$ cat config.mk
export PLATFORM = sky130hd
export DESIGN_NAME = fotc_top
export DESIGN_NICKNAME = d
export VERILOG_FILES = /design/src/inc/fotc_pkg.sv /design/src/verilog/fotc_top.sv /design/src/verilog/fotc_byte_reg.sv /design/src/verilog/fotc_opt_decode.sv
export SDC_FILE = /design/constraint.sdc
export NUM_CORES = 1
export LEC_CHECK = 0
export BUFFER_PORTS_ARGS = -buffer_cell sky130_fd_sc_hd__buf_2
export CELL_PAD_IN_SITES_DETAIL_PLACEMENT = 0
export CELL_PAD_IN_SITES_GLOBAL_PLACEMENT = 2
export CORE_UTILIZATION = 26
export CTS_CLUSTER_SIZE = 25
export DETAILED_ROUTE_END_ITERATION = 7
export PLACE_DENSITY_LB_ADDON = 0.1
export SKIP_LAST_GASP = 1
export SYNTH_ARGS = -nofsm -noshare
export SYNTH_HDL_FRONTEND = slang
export SYNTH_HIERARCHICAL = 1
export SYNTH_SLANG_ARGS = --single-unit
$ cat constraint.sdc
create_clock -name mclk -period 2 [get_ports mclk]
set_input_delay 0.2 -clock mclk [delete_from_list [all_inputs] [get_ports mclk]]
set_output_delay 0.2 -clock mclk [all_outputs]
set_load 0.005 [all_outputs]
$ cat src/inc/fotc_pkg.sv
// constants and types of the flash timing and option config block
// Operation
// (RQ1) timing value is high byte over low
// (RQ2) software loads clock frequency in kilohertz
// (RQ3) software programs only between 10 kHz and 20 MHz
// (RQ4) timing bytes read-write, reset zero, fixed addresses
// (RQ5) trim data byte read-write, resets to zero
// (RQ6) first two program bytes hold option bits; only the first is stored here, the second reads zero and ignores writes
// (RQ7) option byte untouched by any reset
// (RQ8) option bits 5:4 select oscillator mode
// (RQ9) erased option byte selects maximum power crystal
// (RQ10) filter select picks none, low, high, both
// (RQ11) delay control maps to 5 to 25 ns
// (RQ12) filter trim comes from factory load
// (RQ13) write protect bit set enables program, erase
// (RQ14) operation start uses live timing bytes
`default_nettype none
package fotc_pkg;
    // bus shape
    localparam int AXI_AW = 14;
    localparam int AXI_DW = 32;
    localparam int IDX_W = 12;
    // register indexes, byte address is four times the index
    localparam logic [11:0] IDX_OPT0 = 12'h000;
    localparam logic [11:0] IDX_OPT1 = 12'h001;
    localparam logic [11:0] IDX_STAT = 12'hFF0;
    localparam logic [11:0] IDX_TRIM = 12'hFF7;
    localparam logic [11:0] IDX_TMH = 12'hFFA;
    localparam logic [11:0] IDX_TML = 12'hFFB;
    // responses
    localparam logic [1:0] RESP_OKAY = 2'h0;
    localparam logic [1:0] RESP_SLVERR = 2'h2;
    // reset and erased values
    localparam logic [7:0] REG_RST = 8'h00;
    localparam logic [7:0] OPT_ERASED = 8'hFF;
    // field positions
    localparam int OPT_WP_BIT = 0;
    localparam int OPT_OSC_LSB = 4;
    localparam int TRIM_FLT_LSB = 0;
    localparam int TRIM_DLY_LSB = 2;
    localparam int STAT_WP_BIT = 0;
    localparam int STAT_RANGE_BIT = 1;
    localparam int STAT_ERASED_BIT = 2;
    localparam int STAT_WIDTH_LSB = 3;
    // supported clock range in kilohertz
    localparam logic [15:0] FREQ_MIN_KHZ = 16'h000A;
    localparam logic [15:0] FREQ_MAX_KHZ = 16'h4E20;
    // oscillator drive modes
    typedef enum logic [1:0] {
        OSC_RC = 2'b00,
        OSC_XTAL_LOW = 2'b01,
        OSC_XTAL_MED = 2'b10,
        OSC_XTAL_HIGH = 2'b11
    } fotc_osc_type;
    // clock glitch filter modes
    typedef enum logic [1:0] {
        FLT_NONE = 2'b00,
        FLT_LOW = 2'b01,
        FLT_HIGH = 2'b10,
        FLT_BOTH = 2'b11
    } fotc_flt_type;
    // rejected glitch width in ns per delay code
    localparam logic [4:0] FLT_NS [8] = '{5'h05, 5'h07, 5'h09, 5'h0B,
        5'h0D, 5'h11, 5'h14, 5'h19};
endpackage
`default_nettype wire

$ cat src/verilog/fotc_top.sv
// flash timing and option configuration with an AXI4-Lite register slave
//
// Register access over AXI4-Lite is this design's own decision.
`timescale 1ns/1ps
`default_nettype none
module fotc_top (
    // clock and reset
    input wire logic mclk,
    input wire logic rstn,
    // write address channel
    input wire logic [fotc_pkg::AXI_AW-1:0] s_axi_awaddr,
    input wire logic [2:0] s_axi_awprot,
    input wire logic s_axi_awvalid,
    output logic s_axi_awready,
    // write data channel
    input wire logic [fotc_pkg::AXI_DW-1:0] s_axi_wdata,
    input wire logic [3:0] s_axi_wstrb,
    input wire logic s_axi_wvalid,
    output logic s_axi_wready,
    // write response channel
    output logic [1:0] s_axi_bresp,
    output logic s_axi_bvalid,
    input wire logic s_axi_bready,
    // read address channel
    input wire logic [fotc_pkg::AXI_AW-1:0] s_axi_araddr,
    input wire logic [2:0] s_axi_arprot,
    input wire logic s_axi_arvalid,
    output logic s_axi_arready,
    // read data channel
    output logic [fotc_pkg::AXI_DW-1:0] s_axi_rdata,
    output logic [1:0] s_axi_rresp,
    output logic s_axi_rvalid,
    input wire logic s_axi_rready,
    // nonvolatile loads at power-up
    input wire logic opt_load,
    input wire logic [7:0] opt_load_data,
    input wire logic trim_load,
    input wire logic [7:0] trim_load_data,
    // memory controller handshake
    input wire logic op_start,
    output logic op_go,
    output logic [15:0] op_timing,
    // timing configuration
    output logic [15:0] mem_timing_value,
    output logic timing_in_range,
    // oscillator and protection
    output fotc_pkg::fotc_osc_type oscillator_mode_field,
    output logic write_protect_option,
    // clock glitch filter
    output fotc_pkg::fotc_flt_type clock_glitch_filter,
    output logic flt_low_en,
    output logic flt_high_en,
    output logic [2:0] filter_delay_control,
    output logic [4:0] filter_width_ns
);
    import fotc_pkg::*;

    // write address holding stage
    logic aw_full_q;
    logic [IDX_W-1:0] aw_idx_q;
    // write data holding stage, only lane 0 matters
    logic w_full_q;
    logic [7:0] w_data_q;
    logic w_strb0_q;
    // write response
    logic bvalid_q;
    logic [1:0] bresp_q;
    // read response
    logic rvalid_q;
    logic [1:0] rresp_q;
    logic [AXI_DW-1:0] rdata_q;
    // timing latched at operation start
    logic [15:0] op_timing_q;

    // stored bytes
    logic [7:0] opt_q;
    logic [7:0] trim_q;
    logic [7:0] tmh_q;
    logic [7:0] tml_q;

    // handshakes
    wire aw_hs = s_axi_awvalid && s_axi_awready;
    wire w_hs = s_axi_wvalid && s_axi_wready;
    wire rd_hs = s_axi_arvalid && s_axi_arready;
    // write fires once address and data are both held
    wire do_wr = aw_full_q && w_full_q && !bvalid_q;
    // a write only lands when byte lane 0 is enabled
    wire wr_en = do_wr && w_strb0_q;

    // write decode
    wire wr_opt = wr_en && (aw_idx_q == IDX_OPT0);
    wire wr_trim = wr_en && (aw_idx_q == IDX_TRIM);
    wire wr_tmh = wr_en && (aw_idx_q == IDX_TMH);
    wire wr_tml = wr_en && (aw_idx_q == IDX_TML);
    // second option byte and status are mapped but read-only
    wire wr_mapped = (aw_idx_q == IDX_OPT0) || (aw_idx_q == IDX_OPT1)
        || (aw_idx_q == IDX_STAT) || (aw_idx_q == IDX_TRIM)
        || (aw_idx_q == IDX_TMH) || (aw_idx_q == IDX_TML);

    // read decode
    wire [IDX_W-1:0] rd_idx = s_axi_araddr[AXI_AW-1:2];
    wire rd_opt0 = rd_idx == IDX_OPT0;
    wire rd_opt1 = rd_idx == IDX_OPT1;
    wire rd_stat = rd_idx == IDX_STAT;
    wire rd_trim = rd_idx == IDX_TRIM;
    wire rd_tmh = rd_idx == IDX_TMH;
    wire rd_tml = rd_idx == IDX_TML;
    wire rd_mapped = rd_opt0 || rd_opt1 || rd_stat || rd_trim || rd_tmh
        || rd_tml;

    // erased option byte
    wire opt_erased = opt_q == OPT_ERASED;
    // status byte for software
    wire [7:0] stat_byte = {filter_width_ns, opt_erased, timing_in_range,
        write_protect_option};
    // read mux, second option byte reads zero (see RQ6)
    wire [7:0] rd_byte = rd_opt0 ? opt_q :
                         rd_stat ? stat_byte :
                         rd_trim ? trim_q :
                         rd_tmh ? tmh_q :
                         rd_tml ? tml_q : REG_RST;
    wire [AXI_DW-1:0] rd_word = {{(AXI_DW-8){1'b0}}, rd_byte};

    // channel readies: one write and one read in flight
    assign s_axi_awready = !aw_full_q && !bvalid_q;
    assign s_axi_wready = !w_full_q && !bvalid_q;
    assign s_axi_arready = !rvalid_q;
    // response outputs from flops
    assign s_axi_bvalid = bvalid_q;
    assign s_axi_bresp = bresp_q;
    assign s_axi_rvalid = rvalid_q;
    assign s_axi_rresp = rresp_q;
    assign s_axi_rdata = rdata_q;

    // timing value, high byte on top (see RQ1)
    assign mem_timing_value = {tmh_q, tml_q};
    // advisory range flag for software (see RQ3)
    assign timing_in_range = (mem_timing_value >= FREQ_MIN_KHZ)
        && (mem_timing_value <= FREQ_MAX_KHZ);
    // operation allowed only when protection bit is set (see RQ13)
    assign op_go = op_start && write_protect_option;
    assign op_timing = op_timing_q;

    // write address capture
    always_ff @(posedge mclk or negedge rstn) begin
        if (!rstn) begin
            aw_full_q <= 1'b0;
            aw_idx_q <= '0;
        end else if (aw_hs) begin
            aw_full_q <= 1'b1;
            aw_idx_q <= s_axi_awaddr[AXI_AW-1:2];
        end else if (do_wr) begin
            aw_full_q <= 1'b0;
        end
    end

    // write data capture
    always_ff @(posedge mclk or negedge rstn) begin
        if (!rstn) begin
            w_full_q <= 1'b0;
            w_data_q <= REG_RST;
            w_strb0_q <= 1'b0;
        end else if (w_hs) begin
            w_full_q <= 1'b1;
            w_data_q <= s_axi_wdata[7:0];
            w_strb0_q <= s_axi_wstrb[0];
        end else if (do_wr) begin
            w_full_q <= 1'b0;
        end
    end

    // write response, error on unmapped index
    always_ff @(posedge mclk or negedge rstn) begin
        if (!rstn) begin
            bvalid_q <= 1'b0;
            bresp_q <= RESP_OKAY;
        end else if (do_wr) begin
            bvalid_q <= 1'b1;
            bresp_q <= wr_mapped ? RESP_OKAY : RESP_SLVERR;
        end else if (s_axi_bready) begin
            bvalid_q <= 1'b0;
        end
    end

    // read response, error on unmapped index
    always_ff @(posedge mclk or negedge rstn) begin
        if (!rstn) begin
            rvalid_q <= 1'b0;
            rresp_q <= RESP_OKAY;
            rdata_q <= '0;
        end else if (rd_hs) begin
            rvalid_q <= 1'b1;
            rresp_q <= rd_mapped ? RESP_OKAY : RESP_SLVERR;
            rdata_q <= rd_word;
        end else if (s_axi_rready) begin
            rvalid_q <= 1'b0;
        end
    end

    // live timing bytes taken at start, no commit step (see RQ14)
    always_ff @(posedge mclk or negedge rstn) begin
        if (!rstn) begin
            op_timing_q <= '0;
        end else if (op_start) begin
            op_timing_q <= mem_timing_value;
        end
    end

    // option byte, no reset term at all (see RQ7) (see RQ6)
    fotc_byte_reg #(.RST_EN(1'b0), .INIT(OPT_ERASED)) u_opt (
        .mclk(mclk),
        .rstn(rstn),
        .we(wr_opt),
        .wd(w_data_q),
        .ld(opt_load),
        .ld_d(opt_load_data),
        .q(opt_q)
    );

    // trim byte, reset zero, factory load (see RQ5) (see RQ12)
    fotc_byte_reg #(.RST_EN(1'b1), .INIT(REG_RST)) u_trim (
        .mclk(mclk),
        .rstn(rstn),
        .we(wr_trim),
        .wd(w_data_q),
        .ld(trim_load),
        .ld_d(trim_load_data),
        .q(trim_q)
    );

    // timing high byte (see RQ4)
    fotc_byte_reg #(.RST_EN(1'b1), .INIT(REG_RST)) u_tmh (
        .mclk(mclk),
        .rstn(rstn),
        .we(wr_tmh),
        .wd(w_data_q),
        .ld(1'b0),
        .ld_d(REG_RST),
        .q(tmh_q)
    );

    // timing low byte (see RQ4)
    fotc_byte_reg #(.RST_EN(1'b1), .INIT(REG_RST)) u_tml (
        .mclk(mclk),
        .rstn(rstn),
        .we(wr_tml),
        .wd(w_data_q),
        .ld(1'b0),
        .ld_d(REG_RST),
        .q(tml_q)
    );

    // oscillator, protection and filter decode
    fotc_opt_decode u_dec (
        .opt(opt_q),
        .trim(trim_q),
        .osc_mode(oscillator_mode_field),
        .wp_opt(write_protect_option),
        .flt_sel(clock_glitch_filter),
        .flt_low_en(flt_low_en),
        .flt_high_en(flt_high_en),
        .dly(filter_delay_control),
        .width_ns(filter_width_ns)
    );
endmodule
`default_nettype wire

$ cat src/verilog/fotc_byte_reg.sv
// one byte register with software write and nonvolatile load
`timescale 1ns/1ps
`default_nettype none
module fotc_byte_reg #(
    parameter bit RST_EN = 1'b1,
    parameter logic [7:0] INIT = 8'h00
) (
    // clock and reset
    input wire logic mclk,
    input wire logic rstn,
    // software write
    input wire logic we,
    input wire logic [7:0] wd,
    // nonvolatile load, wins over a write
    input wire logic ld,
    input wire logic [7:0] ld_d,
    // stored byte
    output logic [7:0] q
);
    generate
        if (RST_EN) begin : g_rst
            // cleared by reset
            always_ff @(posedge mclk or negedge rstn) begin
                if (!rstn) begin
                    q <= INIT;
                end else if (ld) begin
                    q <= ld_d;
                end else if (we) begin
                    q <= wd;
                end
            end
        end else begin : g_keep
            // power-up value only, reset never touches it
            logic [7:0] keep_q = INIT;
            always_ff @(posedge mclk) begin
                if (ld) begin
                    keep_q <= ld_d;
                end else if (we) begin
                    keep_q <= wd;
                end
            end
            assign q = keep_q;
        end
    endgenerate
endmodule
`default_nettype wire

$ cat src/verilog/fotc_opt_decode.sv
// decode of option byte and trim byte into oscillator and filter controls
`timescale 1ns/1ps
`default_nettype none
module fotc_opt_decode (
    // stored bytes
    input wire logic [7:0] opt,
    input wire logic [7:0] trim,
    // oscillator and protection
    output fotc_pkg::fotc_osc_type osc_mode,
    output logic wp_opt,
    // clock filter
    output fotc_pkg::fotc_flt_type flt_sel,
    output logic flt_low_en,
    output logic flt_high_en,
    output logic [2:0] dly,
    output logic [4:0] width_ns
);
    import fotc_pkg::*;
    // oscillator field, erased byte reads 11 (see RQ8) (see RQ9)
    assign osc_mode = fotc_osc_type'(opt[OPT_OSC_LSB+:2]);
    // program and erase enable bit (see RQ13)
    assign wp_opt = opt[OPT_WP_BIT];
    // filter mode from factory trim bits (see RQ10) (see RQ12)
    assign flt_sel = fotc_flt_type'(trim[TRIM_FLT_LSB+:2]);
    assign flt_low_en = flt_sel[0];
    assign flt_high_en = flt_sel[1];
    // same width for both polarities (see RQ11)
    assign dly = trim[TRIM_DLY_LSB+:3];
    assign width_ns = FLT_NS[dly];
endmodule
`default_nettype wire

==> results of run 1 <==
-- synthesized netlist by cell type (3+ instances only) --
library cell,count
a21oi_1,18
a222oi_1,5
a22o_1,4
buf_4,36
buf_6,7
clkbuf_1,6
dfrtp_1,75
edfxtp_1,8
inv_1,5
mux2_2,41
mux2_4,8
mux2i_1,26
nand2_1,34
nand3_1,8
nand3b_1,3
nand4_1,5
nor2_1,16
nor2b_1,3
nor3_1,6
nor3b_1,3
nor4_1,4
o21ai_0,10
o21ai_1,24
or4_1,3
-- sequential cells by signal, indices dropped and copies added (netlist names) --
| register | cells |
|---|---|
| s_axi_bresp | 1 |
| u_tmh/q | 8 |
| w_strb0_q | 1 |
| s_axi_rdata | 8 |
| s_axi_rresp | 1 |
| s_axi_bvalid | 1 |
| op_timing | 16 |
| w_data_q | 8 |
| u_tml/q | 8 |
| aw_idx_q | 12 |
| w_full_q | 1 |
| s_axi_rvalid | 1 |
| u_opt/q | 8 |
| u_trim/q | 8 |
| aw_full_q | 1 |
-- per-stage QoR --
stage	instances	utilization, %	hold WS, ps
after global placement	759	32.8	202
after global routing	778	34.9	32.8
final	778	34.9	40.0
after detailed placement	759	32.8	201
after CTS	776	34.6	28.0
after floorplan	442	-	-95.6
-- cells by family after synthesis --
group | share of synthesized area (%)
buffers and inverters | 9.02
AND/OR/NAND/NOR | 12.1
AO/OA/AOI/OAI | 9.80
other | 0.0867
flip-flops | 48.9
adder cells (fa/ha/maj) | 0.578
multiplexers | 19.5
-- per-layer routing --
metal  wire (um)  track usage (%)  part of all wire [%]
met3         756             3.26                   5.8
met4         207             6.83                   1.6
met2        6060             24.3                    46
met1        6050             21.6                    46
met5          12                0                 0.092
-- where the power goes --
| part | internal, mW | total, mW | switching [mW] |
|---|---|---|---|
| sequential | 2.14 | 2.60 | 0.459 |
| clock | 0.836 | 1.53 | 0.696 |
| combinational | 0.770 | 1.38 | 0.611 |
-- what timing repair did --
action,CTS,global route
endpoints found under the hold margin,31,0
hold buffers,1,0
endpoints found under the setup margin,1,9
gates cloned,0,0
resized for setup,5,8
setup buffers,0,2
-- layout make-up --
type                            count  area, um2  area share (%)
Timing Repair Buffer              153        865            15.4
Sequential cell                    83       2120            37.9
Clock buffer                       11        233            4.16
Inverter                            5       18.8           0.335
Clock inverter                      5       30.0           0.536
Tap cell                          216        270            4.83
Multi-Input combinational cell    305       2060            36.8
-- critical path, cell delays in order, from the launching register on --
cell and delay [ps]:
dfrtp_1 370, or4_4 530, or3_4 360, o21ai_4 80
a211oi_1 60, buf_2 140
-- final timing paths --
path | startpoint | end | slack [ps] | cells past startpoint
max in group asynchronous | rstn | aw_idx_q[2] | 1080 | 3
setup reg to reg | aw_idx_q[9] | u_trim/q[1] | 140 | 8
hold reg to reg | s_axi_bresp[1] | s_axi_bresp[1] | 480 | 1
setup / recovery | u_tmh/q[6] | timing_in_range | -80 | 5
hold / removal | s_axi_bready | s_axi_bvalid | 40 | 2
min in group asynchronous | rstn | s_axi_rresp[1] | 360 | 2
-- cells in the final DEF, fill, tap and decap left out, drive strengths merged, types with 4 or more instances in the layout --
cell type	count
nand3	8
nor2	16
dfrtp	75
nor3	7
mux2	49
nand2	34
edfxtp	8
nand4	5
a222oi	5
or4	4
inv	5
conb	56
nor4	4
a22o	4
buf	152
clkbuf	11
mux2i	26
o21ai	34
a21oi	18
==> flow_summary.toml, run 1 <==
[cts]
cts.sinks = 83
cts-root-buf = "clkbuf_16"
cts_max_level = 3
clk_latency_ps = 340
cts_tree = "built"
clkTransAtPathRegs_ps = 60
clockBufferDepth = 2
numCtsBuffers = 9

[yosys]
synth_top_area_share_pct = 43.4
synth_area_leader_cell = "dfrtp_1"
synthTopCellsByArea = "dfrtp_1, mux2_2, buf_4, mux2i_1, edfxtp_1"
ys_warn_count = 6
synth_area_um2 = 4330
ys_seq_area_share_pct = 48.9
avgSynthCellArea_um2 = 11.2
synthDistinctLibCells = 46
synth_top_flop_cell = "dfrtp_1"
synth_edf_count = 8
synth_seq_cells = 83
netlist_instances = 387
synthArstFlopShare_pct = 90.4

[drt]
wirelength_um = 13100
routed_via_density = 4.38
vias = 3411
wire_per_inst_um = 16.8
first_iter_violations = 133
drc_errors = 0
ant_nets = 0
drtPass1Iterations = 7

[global_route]
grt_pass1_vias = 3261
grt_pass1_wl_um = 19300
grt_antenna_before_repair = 1
grt_max_degree = 34
gr-usage-all-layers_pct = 15.8
grt_overflow = 0

[power]
power_mw = 5.51
cellLeakagePower_nw = 2.52
p_per_area_nw_per_um2 = 985
ir_drop_uv = 446

[placement]
place_ws_ps = 83.7
gp_congestion = 0.778
place_area_um2 = 5270
post-dp-hpwl_um = 10000
port_buffers = 122

[final_layout]
final_nets = 655
n_antenna_cell = 0
final_cell_area_um2 = 5600
syn_to_final_growth_pct = 29.4
fillCellCount = 1691
drive_above_1_share_pct = 40.9

[sta]
finalHoldViolCount = 0
fmaxAchievable_mhz = 481
skew_ps = 5.84
rsz0062_at_grt = "yes"
final_max_slew_viol_count = 0
setup_violations = 1
tns_ps = -77.4
fin_crit_sh_pct = 104
setup_ws_ps = -77.4
fin_crit_ps = 2080

[floorplan]
fp-row-count = 46
die-area_um2 = 17200
fp.dieH_um = 131
core_area_um2 = 16100
start_util_pct = 26.9
ios = 186
dieWidth_um = 131

[worst_setup_path]
cp_data_arrival_time_ps = 1880
worstSetupStartpointType = "flop"
crit_required_ps = 1800
critPathMaxFanout = 2
worstSetupPathType = "flop to primary output"
endpoint_kind = "primary output"

[flow_run]
cap_violations = 0

[outcome]
violations = "setup timing"
outcome = "finished with violations"

[worst_hold_path]
hold_path.class = "input pin to flop"
Power figures use the tool's default switching activity.
==> run 2, diff against run 1 <==
--- a/config.mk
+++ b/config.mk
@@ -8,7 +8,7 @@
 export BUFFER_PORTS_ARGS = -buffer_cell sky130_fd_sc_hd__buf_2
 export CELL_PAD_IN_SITES_DETAIL_PLACEMENT = 0
 export CELL_PAD_IN_SITES_GLOBAL_PLACEMENT = 2
-export CORE_UTILIZATION = 26
+export CORE_UTILIZATION = 29
 export CTS_CLUSTER_SIZE = 25
 export DETAILED_ROUTE_END_ITERATION = 7
 export PLACE_DENSITY_LB_ADDON = 0.1
==> constraint.sdc (replaced) <==
create_clock -name mclk -period 2.3 [get_ports mclk]
set_input_delay 0.23 -clock mclk [delete_from_list [all_inputs] [get_ports mclk]]
set_output_delay 0.23 -clock mclk [all_outputs]
set_load 0.005 [all_outputs]
==> run 2 against run 1 <==
Effect of this change:
- the run now ends clean
- routed wire length decreased by 7.9%
- clock-buffer cell count decreased by 1
- cell area is 3.0% lower
- sequential share of layout area rose by 1.2 points
- utilization grew 2.5 points
- combinational power is 20% lower
- clock power down 8%
- clock skew up 2.2 ps
==> flow_summary.toml, run 2 (synthesized netlist as in run 1, its figures left out) <==
[placement]
place_ws_ps = 230
post-dp-hpwl_um = 9220
port_buffers = 122
gp_congestion = 0.743

[cts]
clkTransAtPathRegs_ps = 70
cts_tree = "built"
cts_max_level = 3
numCtsBuffers = 9
cts.sinks = 83
clockBufferDepth = 2
clk_latency_ps = 340
cts-root-buf = "clkbuf_16"

[final_layout]
fillCellCount = 1493
syn_to_final_growth_pct = 25.5
post-route-util_pct = 37.4
final_nets = 640
n_antenna_cell = 0
drive_above_1_share_pct = 38.2
largest_register_ffs = 16
final_cell_mix = "buf_2, dfrtp_1, conb_1"
final_common_cell = "buf_2"

[sta]
fmaxAchievable_mhz = 458
skew_ps = 8.05
setup_ws_ps = 118
tns_ps = 0
fin_crit_sh_pct = 94.9
rsz0062_at_grt = "no"
fin_crit_ps = 2180
finalHoldViolCount = 0
final_max_slew_viol_count = 0
hold_slack_ps = 71.9
setup_violations = 0
relSlewSlack_pct = 66.1
worst_pin_slew_ps = 507

[drt]
vias = 3355
wirelength_um = 12100
wire_per_inst_um = 16.5
routed_via_density = 4.59
ant_nets = 0
drtPass1Iterations = 6
drc_errors = 0
first_iter_violations = 204

[floorplan]
die-area_um2 = 15400
fp.dieH_um = 124
ios = 186
dieWidth_um = 124
start_util_pct = 29.8
core_area_um2 = 14500
fp-row-count = 44

[global_route]
grt_pass1_wl_um = 18100
grt_max_degree = 42
gr-usage-all-layers_pct = 16.3
grt_pass1_vias = 3141
grt_antenna_before_repair = 0
grt_overflow = 0

[flow_run]
cap_violations = 0

[worst_setup_path]
worstSetupPathType = "flop to primary output"
crit_family = "simple AND/OR/NAND/NOR gates"
worstSetupStartpointType = "flop"
crit_path_cell_trace = "or4_1 > or3_1 > o21ai_0 > a211oi_1 > buf_2"
cp_slowest_cell = "or4_1"
r2r_setup_slack_ps = 260
endpoint_kind = "primary output"
r2r_end = "u_trim/q[4]"
cp_data_arrival_time_ps = 1950
reg2reg_from = "s_axi_bvalid"
crit_required_ps = 2070
r2r_cells = 8
cpPeakStageDelay_ps = 510
critPathBufInv = 1
critPathMaxFanout = 3

[power]
switching_power_mw = 1.52
p_int_mw = 3.26
ir_drop_uv = 603
p_clk_share_pct = 29.3
power_switching_share_pct = 31.8
p_per_area_nw_per_um2 = 879
power_mw = 4.77
cellLeakagePower_nw = 2.46
sequentialPowerShare_pct = 47.7
pwr-share-comb_pct = 23.0

[worst_hold_path]
hold_depth = 2
hp-start = "s_axi_bready"
hold_end = "s_axi_bvalid"
hold_path.class = "input pin to flop"

[outcome]
outcome = "finished clean"
==> run 2: cell count changes in the layout (fill, tap and decap cells not counted), moves of 2 or more <==
cell | before | now
clkinv_4 | 0 | 3
clkinv_2 | 3 | 1
clkbuf_1 | 2 | 0
buf_4 | 29 | 15
==> run 2: area by class of cell <==
cell class              instances  area [um2]  area share, %
clock inverters                 6        50.0          0.922
inverters                       5        18.8          0.346
multi-input cells             305        2030           37.3
flip-flops and latches         83        2120           39.0
clock buffers                  10         239           4.40
well taps                     184         230           4.24
repair buffers                138         748           13.8
==> run 2: how the worst max path moves through the flow <==
stage / startpoint / end / cells after the start
global placement: s_axi_bvalid / u_trim/q[6] / 8
CTS: u_tmh/q[7] / timing_in_range / 5
floorplan: s_axi_bvalid / u_trim/q[3] / 8
detailed placement: s_axi_bvalid / u_trim/q[4] / 8
global route: u_tml/q[2] / timing_in_range / 6
finish: u_tmh/q[7] / timing_in_range / 5
==> run 2: timing repair <==
action / 4_1_cts / 5_1_grt
endpoints found under the setup margin: 1 / 1
gates cloned: 0 / 0
pin swaps: 0 / 0
gates resized for setup: 1 / 0
hold endpoints to repair: 34 / 0
hold buffers: 1 / 0
setup buffers: 0 / 2
==> run 2: power groups by stage <==
| stage | clock, mW | sequential [mW] | combinational [mW] |
|---|---|---|---|
| after floorplan | 0 | 2.15 | 0.744 |
| after global placement | 0 | 2.31 | 1.09 |
| after detailed placement | 0 | 2.32 | 1.10 |
| after CTS | 1.46 | 2.29 | 1.11 |
| after global routing | 1.50 | 2.34 | 1.24 |
| final | 1.40 | 2.28 | 1.10 |
==> run 2: routing by layer <==
layer	GRT usage (%)	wire (um)
met1	21.3	5390
met2	25.7	5580
met3	5.27	910
met4	4.39	176
met5	0	0
==> run 2: metrics by stage <==
step                      std cells  cell area (um2)
final                           731             5430
after global routing            731             5430
after floorplan                 442             4530
after CTS                       729             5420
after detailed placement        712             5110
after global placement          712             5110
==> run 2: worst register-to-register path, delay by kind of cell, from the launching register on <==
| family | cells | cell delay, ps |
|---|---|---|
| AND/OR/NAND/NOR | 4 | 840 |
| multiplexers | 1 | 220 |
| buffers and inverters | 2 | 370 |
| AO/OA/AOI/OAI | 1 | 70 |
| flip-flops | 1 | 420 |
==> run 3, diff against run 2 <==
--- a/config.mk
+++ b/config.mk
@@ -8,9 +8,11 @@
 export BUFFER_PORTS_ARGS = -buffer_cell sky130_fd_sc_hd__buf_2
 export CELL_PAD_IN_SITES_DETAIL_PLACEMENT = 0
 export CELL_PAD_IN_SITES_GLOBAL_PLACEMENT = 2
-export CORE_UTILIZATION = 29
+export CORE_UTILIZATION = 30
+export CTS_BUF_LIST = sky130_fd_sc_hd__clkbuf_4
 export CTS_CLUSTER_SIZE = 25
 export DETAILED_ROUTE_END_ITERATION = 7
+export GPL_TIMING_DRIVEN = 0
 export PLACE_DENSITY_LB_ADDON = 0.1
 export SKIP_LAST_GASP = 1
 export SYNTH_ARGS = -nofsm -noshare
==> run 3 against run 2 <==
Effect of this change:
- fmax decreased by 2.4%
- largest cell class unchanged
- worst setup slack got worse by 53 ps
- non-clock buffer count increased by 72
==> flow_summary.toml, run 3 (synthesized netlist as in run 1, its figures left out) <==
[final_layout]
final_nets = 712
final_cell_mix = "buf_2, dfrtp_1, conb_1"
regArea_um2 = 2120
post-route-util_pct = 42.3
fillCellCount = 1416
final_common_cell = "buf_2"
largest_register_ffs = 16
drive_above_1_share_pct = 40.2
multi_input_area_um2 = 2040
syn_to_final_growth_pct = 36.6

[global_route]
grt_max_degree = 50
grt_overflow = 0
gr-usage-all-layers_pct = 17.3
grt_pass1_vias = 3382
grt_antenna_before_repair = 1
grt_pass1_wl_um = 18800

[power]
power_switching_share_pct = 34.1
sequentialPowerShare_pct = 53.8
p_clk_share_pct = 18.2
p_per_area_nw_per_um2 = 717
cellLeakagePower_nw = 2.71
pwr-share-comb_pct = 28.0
p_int_mw = 2.79
ir_drop_uv = 421
switching_power_mw = 1.45

[floorplan]
ios = 186
die-area_um2 = 14900
core_area_um2 = 14000
fp.dieH_um = 122
fp-row-count = 43
dieWidth_um = 122
start_util_pct = 30.9

[sta]
rsz0062_at_grt = "no"
relSlewSlack_pct = 65.1
fin_crit_sh_pct = 97.2
tns_ps = 0
worst_pin_slew_ps = 524
skew_ps = 23.8
fmaxAchievable_mhz = 447
final_max_slew_viol_count = 0
fin_crit_ps = 2240
setup_violations = 0
finalHoldViolCount = 0

[cts]
clkTransAtPathRegs_ps = 140
cts_tree = "built"
numCtsBuffers = 9
cts.sinks = 83
cts-root-buf = "clkbuf_4"
clk_latency_ps = 470
clockBufferDepth = 2
cts_max_level = 3

[placement]
port_buffers = 120
post-dp-hpwl_um = 9280
gp_congestion = 0.803

[worst_setup_path]
endpoint_kind = "primary output"
critPathMaxFanout = 2
crit_required_ps = 2070
worstSetupPathType = "flop to primary output"
worstSetupStartpointType = "flop"
cp_data_arrival_time_ps = 2010

[worst_hold_path]
hold_path.class = "input pin to flop"

[drt]
wire_per_inst_um = 15.7
wirelength_um = 12500
routed_via_density = 4.54
drtPass1Iterations = 4
first_iter_violations = 145
ant_nets = 0
drc_errors = 0
vias = 3631

[flow_run]
cap_violations = 0

[outcome]
outcome = "finished clean"
## run 3: cell count changes in the layout (fill, tap and decap cells not counted), sizes merged
cell	before	now
buf	137	170
clkbuf	10	17
clkinv	4	3
clkinvlp	1	2
diode	0	1
dlygate4sd3	1	34
inv	6	5
## run 3: cell type report
type / instances / area share [%]
Clock inverter: 5 / 0.508
Buffer: 49 / 6.29
Tap cell: 180 / 3.81
Clock buffer: 11 / 1.40
Inverter: 5 / 0.318
Multi-Input combinational cell: 305 / 34.5
Antenna cell: 1 / 0.0423
Sequential cell: 83 / 35.9
Timing Repair Buffer: 161 / 17.2
## run 3: repair_timing
item	4_1_cts	5_1_grt
setup buffers	5	1
gates resized for setup	7	3
setup endpoints to repair	1	1
pin swaps	1	0
hold buffers	34	0
hold endpoints to repair	59	0
## run 3: final timing paths
kind | start | to | slack (ps) | depth (start not counted)
max in group asynchronous | rstn | u_tmh/q[6] | 1470 | 3
worst min-delay path | trim_load | u_trim/q[0] | 30 | 2
worst min register to register | s_axi_rresp[1] | s_axi_rresp[1] | 490 | 2
worst max-delay path | u_tmh/q[6] | timing_in_range | 60 | 5
worst max register to register | s_axi_bvalid | u_trim/q[6] | 190 | 8
min in group asynchronous | rstn | s_axi_rdata[4] | 220 | 2
## run 3: per-stage QoR
step	setup slack [ps]	power, mW	hold slack, ps	area (um2)	cells
CTS	1.36	4.29	10.1	5890	798
global route	14.5	4.54	28.2	5910	800
global placement	197	3.42	412	5360	742
floorplan	407	2.89	-65.6	4530	442
detailed placement	192	3.46	192	5390	743
finish	64.9	4.24	33.6	5910	800
## run 3: power by group through the flow
stage,sequential (mW),combinational (mW),clock [mW]
2_1_floorplan,2.15,0.744,0
3_3_place_gp,2.32,1.10,0
3_5_place_dp,2.33,1.13,0
4_1_cts,2.29,1.20,0.804
5_1_grt,2.35,1.33,0.863
6_report,2.28,1.19,0.770
## run 3: critical path, stage by stage (launching register included)
cell      delay, ps
dfrtp_2         450
or4_1           500
or3_1           330
o21ai_2          70
a211oi_1         70
buf_2           130
## run 3: routing by layer
metal  wire (um)  vias up  track usage (%)
met5           0        -                0
met4         191        0             7.77
met3         671       12             2.67
met2        5810      111             27.6
met1        5870     1737             23.0
li1            -     1771                -
